## config.mk

```make
export PLATFORM = sky130hd
export DESIGN_NAME = ana_advert
export DESIGN_NICKNAME = d
export VERILOG_FILES = /design/src/ana_advert.v
export VERILOG_INCLUDE_DIRS = /design/src
export SDC_FILE = /design/constraint.sdc
export NUM_CORES = 1
export LEC_CHECK = 0
export BUFFER_PORTS_ARGS = -buffer_cell sky130_fd_sc_hd__buf_2
export CAP_MARGIN = 20
export CORE_MARGIN = 2
export CORE_UTILIZATION = 48
export DETAILED_ROUTE_END_ITERATION = 16
export PLACE_DENSITY = 0.8
export SETUP_SLACK_MARGIN = 0.02
export SLEW_MARGIN = 20
export SYNTH_ARGS = -nofsm -noshare
export SYNTH_HDL_FRONTEND = slang
export SYNTH_SLANG_ARGS = --single-unit
```

## constraint.sdc

```tcl
create_clock -name mclk -period 1.2 [get_ports mclk]
set_input_delay 0.06 -clock mclk [delete_from_list [all_inputs] [get_ports mclk]]
set_output_delay 0.06 -clock mclk [all_outputs]
set_load 0.02 [all_outputs]
```

## src/ana_map.vh

```
// Register offsets, field positions and reset values for the advertisement block
`ifndef ANA_MAP_VH
`define ANA_MAP_VH
`define ANA_OFS_ID_LOW 5'h03
`define ANA_OFS_ADVERT 5'h04
`define ANA_OFS_CTRL 5'h00
`define ANA_OFS_OVERRIDE 5'h10
`define ANA_BIT_NEXT_PAGE 15
`define ANA_BIT_RESV14 14
`define ANA_BIT_REMOTE_FAULT 13
`define ANA_BIT_T4 9
`define ANA_BIT_OVERRIDE 15
`define ANA_BIT_CTRL_SPEED 13
`define ANA_BIT_CTRL_AN_EN 12
`define ANA_BIT_CTRL_DUPLEX 8
`define ANA_TAF_RST 4'hF
`define ANA_SEL_RST 5'h01
`define ANA_RESV_RST 4'h0
`define ANA_MODEL_RST 6'h15
`define ANA_REV_RST 4'h3
`define ANA_CTRL_RST 16'h3100
`endif

```

## src/ana_advert.v

```verilog
// Auto-negotiation advertisement register and identifier model/revision fields
`include "ana_map.vh"
module ana_advert #(
  parameter [5:0] MODEL_CODE = `ANA_MODEL_RST, // Arbitrary value
  parameter [3:0] REV_CODE = `ANA_REV_RST // Arbitrary value
) (
  // Clock and reset
  input wire mclk,
  input wire rst_n,
  // Management register port
  input wire [4:0] reg_addr,
  input wire reg_wr,
  input wire [15:0] reg_wdata,
  output reg [15:0] reg_rdata,
  // Strap and mode pins (asynchronous)
  input wire strap_config_select_pin,
  input wire negotiation_enable_pin,
  input wire speed_select_pin,
  input wire duplex_select_pin,
  // Negotiation engine side
  input wire local_fault,
  output reg [15:0] link_code_word,
  output reg negotiate_en,
  output reg speed_100,
  output reg full_duplex,
  output wire [3:0] status_abilities
);

  // ************************************************************
  // Pin synchronisers
  // ************************************************************
  reg [3:0] pin_s1_q;
  reg [3:0] pin_s2_q;
  reg fault_s1_q;
  reg fault_s2_q;
  // No reset here: the pins must be settled when reset lifts, otherwise
  // hardware mode is seen for two edges and overwrites the ability defaults
  always @(posedge mclk) begin
    pin_s1_q <= {strap_config_select_pin, negotiation_enable_pin,
                 speed_select_pin, duplex_select_pin};
    pin_s2_q <= pin_s1_q;
    fault_s1_q <= local_fault;
    fault_s2_q <= fault_s1_q;
  end
  wire sw_mode = pin_s2_q[3];
  wire an_pin = pin_s2_q[2];
  wire spd_pin = pin_s2_q[1];
  wire dpx_pin = pin_s2_q[0];

  // ************************************************************
  // Register storage
  // ************************************************************
  reg next_page_q;
  reg resv14_q;
  reg [2:0] resv_hi_q;
  reg [3:0] taf_q;
  reg [4:0] sel_q;
  reg fault_q;
  reg [15:0] ctrl_q;
  reg override_q;
  reg [9:0] id_q;

  wire wr_adv = reg_wr && (reg_addr == `ANA_OFS_ADVERT);
  wire wr_id = reg_wr && (reg_addr == `ANA_OFS_ID_LOW);
  wire wr_ctrl = reg_wr && (reg_addr == `ANA_OFS_CTRL);
  wire wr_ovr = reg_wr && (reg_addr == `ANA_OFS_OVERRIDE);
  wire prot_ok = override_q;

  // Hardware mode ability: one bit chosen by speed and duplex pins
  reg [3:0] hw_taf;
  always @* begin
    case ({spd_pin, dpx_pin})
      2'b11: hw_taf = 4'h8;
      2'b10: hw_taf = 4'h4;
      2'b01: hw_taf = 4'h2;
      default: hw_taf = 4'h1;
    endcase
  end

  // ************************************************************
  // Next page and remote fault
  // ************************************************************
  // Next page is plain read/write; no override needed
  always @(posedge mclk) begin
    if (!rst_n) begin
      next_page_q <= 1'b0;
    end else if (wr_adv) begin
      next_page_q <= reg_wdata[`ANA_BIT_NEXT_PAGE];
    end
  end

  // Fault follows the synchronised level; management cannot write it
  always @(posedge mclk) begin
    if (!rst_n) begin
      fault_q <= 1'b0;
    end else begin
      fault_q <= fault_s2_q;
    end
  end

  // ************************************************************
  // Override-protected fields
  // ************************************************************
  // Reserved bits are stored so override writes land, but read as zero
  always @(posedge mclk) begin
    if (!rst_n) begin
      resv14_q <= 1'b0;
      resv_hi_q <= 3'h0;
      sel_q <= `ANA_SEL_RST;
    end else if (wr_adv && prot_ok) begin
      resv14_q <= reg_wdata[`ANA_BIT_RESV14];
      resv_hi_q <= reg_wdata[12:10];
      sel_q <= reg_wdata[4:0];
    end
  end

  // Hardware mode tracks pins; software mode is protected-writable
  always @(posedge mclk) begin
    if (!rst_n) begin
      taf_q <= `ANA_TAF_RST;
    end else if (!sw_mode) begin
      taf_q <= hw_taf;
    end else if (wr_adv && prot_ok) begin
      taf_q <= reg_wdata[8:5];
    end
  end

  // Identifier fields are protected like the selector
  always @(posedge mclk) begin
    if (!rst_n) begin
      id_q <= {MODEL_CODE, REV_CODE};
    end else if (wr_id && prot_ok) begin
      id_q <= reg_wdata[9:0];
    end
  end

  // ************************************************************
  // Control and override registers
  // ************************************************************
  always @(posedge mclk) begin
    if (!rst_n) begin
      ctrl_q <= `ANA_CTRL_RST;
      override_q <= 1'b0;
    end else begin
      if (wr_ctrl) begin
        ctrl_q <= reg_wdata;
      end
      if (wr_ovr) begin
        override_q <= reg_wdata[`ANA_BIT_OVERRIDE];
      end
    end
  end

  // ************************************************************
  // Advertisement word and mode outputs
  // ************************************************************
  wire [15:0] adv_word = {next_page_q, 1'b0, fault_q, 3'b000, 1'b0,
                          taf_q, sel_q};
  // Reserved values are not sent to the partner; they are IEEE-zero

  assign status_abilities = 4'hF;

  always @(posedge mclk) begin
    if (!rst_n) begin
      link_code_word <= 16'h0000;
      negotiate_en <= 1'b0;
      speed_100 <= 1'b0;
      full_duplex <= 1'b0;
    end else begin
      link_code_word <= adv_word;
      if (!sw_mode) begin
        negotiate_en <= an_pin;
        speed_100 <= spd_pin;
        full_duplex <= dpx_pin;
      end else begin
        negotiate_en <= ctrl_q[`ANA_BIT_CTRL_AN_EN];
        speed_100 <= ctrl_q[`ANA_BIT_CTRL_SPEED];
        full_duplex <= ctrl_q[`ANA_BIT_CTRL_DUPLEX];
      end
    end
  end

  // ************************************************************
  // Read data
  // ************************************************************
  always @(posedge mclk) begin
    if (!rst_n) begin
      reg_rdata <= 16'h0000;
    end else begin
      case (reg_addr)
        `ANA_OFS_ADVERT: reg_rdata <= adv_word;
        `ANA_OFS_ID_LOW: reg_rdata <= {6'h00, id_q};
        `ANA_OFS_CTRL: reg_rdata <= ctrl_q;
        `ANA_OFS_OVERRIDE: reg_rdata <= {override_q, 15'h0000};
        default: reg_rdata <= 16'h0000;
      endcase
    end
  end
endmodule

```

==> results.py, run 1 <==
metrics = {
    "detailed_routing": {
        "vias": 2561,
        "final_antenna_net_count": 0,
        "drt-pass1-iter-count": 5,
        "first_iter_violations": 187,
        "post_drt_wl_per_cell_um": 14.8,
        "drc": 0,
        "wl_um": 7120,
        "via_per_inst": 5.34,
    },
    "clock_tree": {
        "h-tree-depth": 3,
        "tritoncts": "built",
        "cts_buffers": 9,
        "clk_path_buf_depth": 2,
        "clk_latency_ps": 360,
        "cts.sinks": 78,
        "cts-root-buf": "clkbuf_8",
        "clk_pin_slew_worst_paths_ps": 80,
    },
    "synth": {
        "synth_edf_count": 0,
        "synthCells": 307,
        "synth_area_mm2": 0.00294,
        "synth_top_family_by_area": "simple AND/OR/NAND/NOR gates",
        "synth_seq_cells": 78,
        "synthSimpleGateAreaFrac": 0.224,
        "synth_warnings": 0,
        "synth_flop_cell": "dfxtp_1",
        "synthAdderAreaFrac": 0,
        "synthXorXnorAreaFrac": 0,
        "muxShareOfSynthArea": 0.106,
        "ys_types": 38,
        "synth-async-reset-ratio": 0,
        "ys_seq_area_frac": 0.532,
        "avgSynthCellArea_um2": 9.57,
        "synth_compound_area_frac": 0.0771,
    },
    "floorplan": {
        "rows": 28,
        "io_pins": 68,
        "die_width_um": 82.2,
        "fp.dieH_um": 82.2,
        "core_mm2": 0.00592,
        "die_area_mm2": 0.00676,
        "start_util": 0.496,
    },
    "outcome": {
        "status": "completed",
    },
    "worst_setup_path": {
        "critPathKind": "flop to flop",
        "crit_chain": "nand4bb_1 > buf_4 > o211ai_1 > o211ai_1",
        "cp_max_fo": 7,
        "rrSetupSlack_ps": 110,
        "ff2ff_path_depth": 4,
        "worst_path_max_delay_cell": "dfxtp_2",
        "worstSetupEndpoint": "taf_q[2]",
        "startpoint": "override_q",
        "cp-end-kind": "flop",
        "reg2reg_to": "taf_q[2]",
        "cpPeakStageDelay_ps": 350,
        "start_kind": "flop",
        "cpMostUsedCell": "o211ai_1",
        "arrival_ps": 1310,
        "cp.required_ps": 1420,
        "timing.rr.start": "override_q",
    },
    "placement": {
        "gp_congestion": 0.861,
        "pre_cts_ws_ps": -172,
        "dpl.hpwl_um": 4700,
        "numPortBuffers": 58,
    },
    "global_routing": {
        "antenna_found_initial": 0,
        "track_usage": 0.231,
        "grt_first_pass_wirelength_um": 11500,
        "grt_pass1_vias": 2536,
        "overflow": 0,
        "grt_max_degree": 45,
    },
    "sta": {
        "tightestPinTransition_ps": 510,
        "setup_viol": 0,
        "drv_slew": 0,
        "skew_ps": 6.17,
        "slew-limit-headroom": 0.660,
        "rsz0062_at_grt": "no",
        "finalHoldViolCount": 0,
        "period_minus_slack_ps": 1090,
        "setup_slack_ps": 106,
        "fmax_ghz": 0.914,
        "fin_crit_sh": 0.911,
    },
    "power": {
        "p_per_area_mw_per_mm2": 1370,
        "p_total_mw": 5.30,
        "irDropWorstVdd_mv": 0.860,
        "p_leak_nw": 1.66,
    },
    "finish": {
        "fill_cells": 492,
        "drive_gt1_frac": 0.267,
        "area_growth_pct": 31.2,
        "finish.net_count": 429,
        "antenna_cells": 0,
    },
    "worst_hold_path": {
        "hold_start": "reg_wdata[15]",
        "hp-class": "input port to flop",
    },
    "flow_run": {
        "maxCapViolations": 0,
    },
}
report_power, final:
group	total (mW)	leakage [nW]	internal, mW	switching [mW]
Combinational	0.453	0.911	0.193	0.259
Clock	2.17	0.110	1.23	0.943
Sequential	2.67	0.637	2.64	0.0242
Total	5.30	1.66	4.07	1.23
cells in the mapped netlist (2+ instances only):
master / count / area share
dfxtp_1: 78 / 0.53
nand3_1: 39 / 0.066
nand2_1: 33 / 0.042
mux2i_1: 30 / 0.10
nor2_1: 18 / 0.023
clkbuf_1: 17 / 0.022
a31oi_1: 11 / 0.023
and2_1: 11 / 0.023
buf_4: 9 / 0.023
a21oi_1: 8 / 0.014
o21ai_1: 8 / 0.014
and3_1: 4 / 0.0085
inv_1: 4 / 0.0051
o211ai_1: 4 / 0.010
a211oi_1: 3 / 0.0077
and3b_1: 2 / 0.0060
buf_2: 2 / 0.0034
conb_1: 2 / 0.0026
nand4_1: 2 / 0.0043
nor2b_1: 2 / 0.0043
nor3b_1: 2 / 0.0051
nor4_1: 2 / 0.0043
cell usage in the layout (no fill, tap or decap), drive strengths merged, types with 3 or more instances in the layout:
master,instances
buf,86
nor3b,3
a21oi,8
inv,5
mux2i,30
and3,4
nand2,33
dlygate4sd3,19
a31oi,11
a211oi,3
conb,9
clkbuf,11
o211ai,4
o21ai,8
nor2,18
dfxtp,78
nor4,3
nand3,39
and2,11
per-layer routing:
layer	global-route usage	vias up	wire length, um
li1	-	1236	-
met1	0.278	1187	3010
met2	0.376	121	3370
met3	0.0565	17	570
met4	0.130	0	173
met5	0	-	0
cells by family after synthesis:
logic type             Yosys count
other                            2
multiplexers                    31
flip-flops                      78
buffers and inverters           34
AO/OA/AOI/OAI                   37
AND/OR/NAND/NOR                125
worst max-delay path, delay by kind of cell (launching register included):
family | cells | cell delay [ps]
AOI/OAI and AO/OA | 2 | 270
DFF | 1 | 350
buffers and inverters | 1 | 200
and+or+nand+nor | 1 | 140
flip-flops by register name, indices dropped and copies added, names as in the netlist, 4 cells and up:
| name | flops |
|---|---|
| sel_q | 5 |
| taf_q | 4 |
| id_q | 10 |
| ctrl_q | 16 |
| link_code_word | 11 |
| reg_rdata | 16 |
| pin_s1_q | 4 |
| pin_s2_q | 4 |
final cells by class:
class | count | area, um2 | area share
Clock buffer | 11 | 141 | 0.0367
Tap cell | 75 | 93.8 | 0.0244
Inverter | 4 | 15.0 | 0.00390
Clock inverter | 5 | 81.3 | 0.0211
Timing Repair Buffer | 105 | 728 | 0.189
Sequential cell | 78 | 1560 | 0.406
Multi-Input combinational cell | 202 | 1230 | 0.319
what timing repair did:
| item | CTS | global route |
|---|---|---|
| hold endpoints to repair | 31 | 0 |
| setup endpoints to repair | 0 | 1 |
| hold buffers | 19 | 0 |
| gates resized for setup | 0 | 1 |
| setup buffers | 0 | 0 |
per-stage QoR:
| stage | std cells | setup TNS (ps) | util | hold WS [ps] | cell area, um2 |
|---|---|---|---|---|---|
| 6_report | 480 | 0 | 0.651 | 12.2 | 3850 |
| 5_1_grt | 480 | 0 | 0.651 | 20.4 | 3850 |
| 2_1_floorplan | 314 | -956 | - | 87.7 | 2960 |
| 3_5_place_dp | 445 | -3980 | 0.581 | 164 | 3440 |
| 3_3_place_gp | 445 | -2720 | 0.581 | 163 | 3440 |
| 4_1_cts | 480 | 0 | 0.651 | 9.98 | 3850 |
how the worst min path moves through the flow:
stage          slack (ps)  depth (start not counted)           to
2_1_floorplan          90                          0   fault_s1_q
3_3_place_gp          160                          1  pin_s1_q[0]
3_5_place_dp          160                          1   fault_s1_q
4_1_cts                10                          3   override_q
5_1_grt                20                          3   override_q
6_report               10                          3   override_q
Note: power is estimated with default switching activity, not from simulation.
==> inputs of run 2 (changes only) <==
Settings changed: CORE_UTILIZATION 48 to 54, PLACE_DENSITY 0.8 to 0.85.
Clock period 1.2 ns to 1.38 ns, I/O delays scaled along.
==> results.py, run 2 (synthesis gave the netlist of run 1 again) <==
metrics = {
    "clock_tree": {
        "cts-root-buf": "clkbuf_8",
        "clk_latency_ps": 350,
        "clk_pin_slew_worst_paths_ps": 80,
        "cts_buffers": 9,
        "clk_path_buf_depth": 2,
        "tritoncts": "built",
        "hold_buffers": 13,
        "postCtsSetupBuffers": 0,
        "cts.sinks": 78,
        "h-tree-depth": 3,
        "post_cts_resized": 0,
    },
    "worst_setup_path": {
        "arrival_ps": 1470,
        "cp_max_fo": 6,
        "critPathKind": "flop to flop",
        "cp.required_ps": 1660,
        "cp-end-kind": "flop",
        "start_kind": "flop",
    },
    "global_routing": {
        "overflow": 0,
        "grt_pass1_vias": 2417,
        "grt_first_pass_wirelength_um": 11000,
        "antenna_found_initial": 0,
        "track_usage": 0.235,
        "grt_max_degree": 34,
    },
    "finish": {
        "layout_commonest_cell": "dfxtp_1",
        "layout.cells.non_filler": 463,
        "area_growth_pct": 25.6,
        "fill_cells": 386,
        "final_cell_mix": "dfxtp_1 (78), buf_2 (58), nand3_1 (39), nand2_1 (33), mux2i_1 (30)",
        "antenna_cells": 0,
        "finish.net_count": 418,
        "largestRegisters": "ctrl_q x16, reg_rdata x16, link_code_word x11",
        "drive_gt1_frac": 0.257,
    },
    "power": {
        "p_total_mw": 4.34,
        "p_leak_nw": 1.58,
        "irDropWorstVdd_mv": 0.649,
        "p_per_area_mw_per_mm2": 1180,
    },
    "flow_run": {
        "maxCapViolations": 0,
    },
    "placement": {
        "gp_congestion": 0.860,
        "pre_cts_ws_ps": -11.2,
        "dpl.cell_count": 435,
        "dpl.hpwl_um": 4530,
        "numPortBuffers": 58,
    },
    "detailed_routing": {
        "drt-pass1-iter-count": 4,
        "post_drt_wl_per_cell_um": 14.5,
        "via_per_inst": 5.41,
        "vias": 2503,
        "drc": 0,
        "first_iter_violations": 202,
        "wl_um": 6700,
        "final_antenna_net_count": 0,
    },
    "floorplan": {
        "fp.dieH_um": 77.8,
        "start_util": 0.568,
        "rows": 26,
        "die_area_mm2": 0.00605,
        "die_width_um": 77.8,
        "io_pins": 68,
        "core_mm2": 0.00517,
    },
    "sta": {
        "skew_ps": 6.10,
        "drv_slew": 0,
        "rsz0062_at_grt": "no",
        "fmax_ghz": 0.842,
        "setup_viol": 0,
        "finalHoldViolCount": 0,
        "period_minus_slack_ps": 1190,
        "setup_slack_ps": 192,
        "fin_crit_sh": 0.861,
    },
    "worst_hold_path": {
        "hp-class": "input port to flop",
    },
    "outcome": {
        "status": "completed",
    },
}
[run 2: final cells by class]
cell class / instances / area, um2 / share of cell area
clock inverters: 4 / 47.5 / 0.0129
repair buffers: 94 / 606 / 0.164
clock buffers: 11 / 141 / 0.0383
inverters: 4 / 15.0 / 0.00407
multi-input cells: 202 / 1230 / 0.334
flip-flops and latches: 78 / 1560 / 0.423
well taps: 70 / 87.6 / 0.0237
[run 2: critical path, stage by stage, from the launching register on]
cell and delay, ps:
dfxtp_1 360, and4bb_2 260, a21boi_1 160, buf_4 160, mux2i_1 170
[run 2: through the flow]
stage	hold WS (ps)	util	area, um2	setup TNS [ps]
2_1_floorplan	96.7	-	2960	0
3_3_place_gp	171	0.652	3370	0
4_1_cts	2.46	0.713	3690	0
6_report	15.6	0.713	3690	0
5_1_grt	21.9	0.713	3690	0
3_5_place_dp	173	0.652	3370	-14.2
[run 2: routing by layer]
layer,wire length [um],track usage,vias up
li1,-,-,1215
met1,2860,0.292,1146
met2,3190,0.377,125
met3,507,0.0640,17
met4,145,0.114,0
met5,0,0,-
[run 2: worst paths after layout]
kind | endpoint | depth (start not counted) | start | slack (ps)
max | taf_q[3] | 4 | override_q | 190
min reg2reg | pin_s2_q[1] | 0 | pin_s1_q[1] | 330
max reg2reg | taf_q[3] | 4 | override_q | 190
min | ctrl_q[13] | 3 | reg_wdata[13] | 20
[run 2: power breakdown]
part	switching [mW]	internal, mW
clock network	0.782	0.869
registers	0.0223	2.30
logic	0.217	0.148
==> inputs of run 3 (changes only) <==
Settings changed: CORE_MARGIN 2 to 4.
==> results.py, run 3 (synthesis gave the netlist of run 1 again) <==
metrics = {
    "sta": {
        "finalHoldViolCount": 0,
        "skew_ps": 5.51,
        "drv_slew": 0,
        "period_minus_slack_ps": 1180,
        "fin_hold_ws_ps": 9.93,
        "slew-limit-headroom": 0.651,
        "setup_slack_ps": 200,
        "tightestPinTransition_ps": 522,
        "setup_viol": 0,
        "rsz0062_at_grt": "no",
        "fmax_ghz": 0.847,
        "fin_crit_sh": 0.855,
    },
    "placement": {
        "place_area_mm2": 0.00337,
        "pre_cts_ws_ps": -75.9,
        "dpl.hpwl_um": 4780,
        "gp_congestion": 0.867,
        "dpl.cell_count": 435,
        "numPortBuffers": 58,
    },
    "detailed_routing": {
        "first_iter_violations": 183,
        "drt-pass1-iter-count": 5,
        "via_per_inst": 5.48,
        "vias": 2543,
        "final_antenna_net_count": 0,
        "wl_um": 6990,
        "wl_met3_um": 575,
        "post_drt_wl_per_cell_um": 15.1,
        "routed.top_layer": "met4",
        "drt-met1-wl_um": 2840,
        "drc": 0,
        "wl_met2_um": 3380,
    },
    "finish": {
        "largestRegisters": "ctrl_q x16, reg_rdata x16, link_code_word x11",
        "area_growth_pct": 26.0,
        "finish.net_count": 418,
        "antenna_cells": 0,
        "final_cell_mix": "dfxtp_1 (78), buf_2 (58), nand3_1 (39), nand2_1 (33), mux2i_1 (30)",
        "layout.cells.non_filler": 464,
        "fill_cells": 398,
        "fin_area_mm2": 0.00370,
        "drive_gt1_frac": 0.256,
        "layout_commonest_cell": "dfxtp_1",
    },
    "outcome": {
        "status": "completed",
    },
    "clock_tree": {
        "clk_pin_slew_worst_paths_ps": 80,
        "cts-root-buf": "clkbuf_8",
        "postCtsSetupBuffers": 0,
        "clk_latency_ps": 340,
        "clk_path_buf_depth": 2,
        "cts.sinks": 78,
        "cts_buffers": 9,
        "tritoncts": "built",
        "h-tree-depth": 3,
        "hold_buffers": 13,
        "post_cts_resized": 0,
    },
    "power": {
        "swShare": 0.231,
        "p_per_area_mw_per_mm2": 1190,
        "irDropWorstVdd_mv": 1.07,
        "clockPowerShare": 0.389,
        "intPower_mw": 3.38,
        "p_total_mw": 4.40,
        "pwr-share-seq": 0.529,
        "switching_power_mw": 1.02,
        "p_leak_nw": 1.59,
        "p_comb_frac": 0.082,
    },
    "floorplan": {
        "die_width_um": 81.8,
        "io_pins": 68,
        "rows": 26,
        "core_mm2": 0.00520,
        "start_util": 0.564,
        "die_area_mm2": 0.00668,
        "fp.dieH_um": 81.8,
    },
    "worst_setup_path": {
        "cpPeakStageDelay_ps": 570,
        "critPathKind": "flop to flop",
        "start_kind": "flop",
        "rrSetupSlack_ps": 200,
        "reg2reg_to": "taf_q[3]",
        "crit_chain": "a21boi_1 > buf_4 > mux2i_1",
        "timing.rr.start": "pin_s2_q[3]",
        "worst_path_max_delay_cell": "dfxtp_1",
        "cp-end-kind": "flop",
        "cp.required_ps": 1660,
        "crit_buf_inv": 1,
        "crit_family": "flip-flops",
        "arrival_ps": 1460,
        "cp_max_fo": 11,
        "ff2ff_path_depth": 3,
    },
    "worst_hold_path": {
        "hold_start": "reg_wdata[4]",
        "hp-class": "input port to flop",
        "holdPathStages": 3,
        "holdPathEnd": "sel_q[4]",
    },
    "global_routing": {
        "grt_max_degree": 45,
        "grt_pass1_vias": 2485,
        "grt_first_pass_wirelength_um": 11600,
        "track_usage": 0.231,
        "overflow": 0,
        "antenna_found_initial": 0,
    },
    "flow_run": {
        "maxCapViolations": 0,
    },
}
-- run 3: cell types whose count changed in the layout (fill, tap and decap cells not counted) --
cell / previous run / this run
clkbuf_1: 1 / 2
clkbuf_8: 10 / 11
clkinv_2: 2 / 1
-- run 3: how the worst max path moves through the flow --
stage	from	to	slack (ps)	depth (start not counted)
floorplan	reg_addr[1]	ctrl_q[2]	80	4
global placement	reg_addr[1]	ctrl_q[5]	50	5
detailed placement	reg_addr[1]	ctrl_q[4]	-80	5
CTS	pin_s2_q[3]	taf_q[3]	200	3
global route	pin_s2_q[3]	taf_q[3]	100	3
finish	pin_s2_q[3]	taf_q[3]	200	3
-- run 3: per-layer routing --
| metal | vias up | GRT usage |
|---|---|---|
| li1 | 1218 | - |
| met1 | 1176 | 0.279 |
| met2 | 126 | 0.371 |
| met3 | 23 | 0.0713 |
| met4 | 0 | 0.113 |
| met5 | - | 0 |
-- run 3: power groups by stage --
stage	Combinational (mW)	Clock, mW	Sequential (mW)
global placement	0.320	0	2.37
floorplan	0.186	0	2.39
detailed placement	0.327	0	2.38
CTS	0.357	1.72	2.32
finish	0.361	1.71	2.32
global route	0.395	1.84	2.33
-- run 3: worst register-to-register path, cell delays in order (launching register included) --
cell,delay (ps)
dfxtp_1,570
a21boi_1,220
buf_4,170
mux2i_1,170
-- run 3: layout make-up --
class,count,area (um2),area share
clock buffer,13,159,0.0429
clock inverter,3,42.5,0.0115
inverter,4,15.0,0.00406
multi-input combinational,202,1230,0.333
sequential,78,1560,0.422
tap,70,87.6,0.0237
timing repair buffer,94,606,0.164
-- run 3: metrics by stage --
step,TNS (ps),util
2_1_floorplan,0,-
3_3_place_gp,0,0.648
3_5_place_dp,-208,0.648
4_1_cts,0,0.711
5_1_grt,0,0.711
6_report,0,0.711
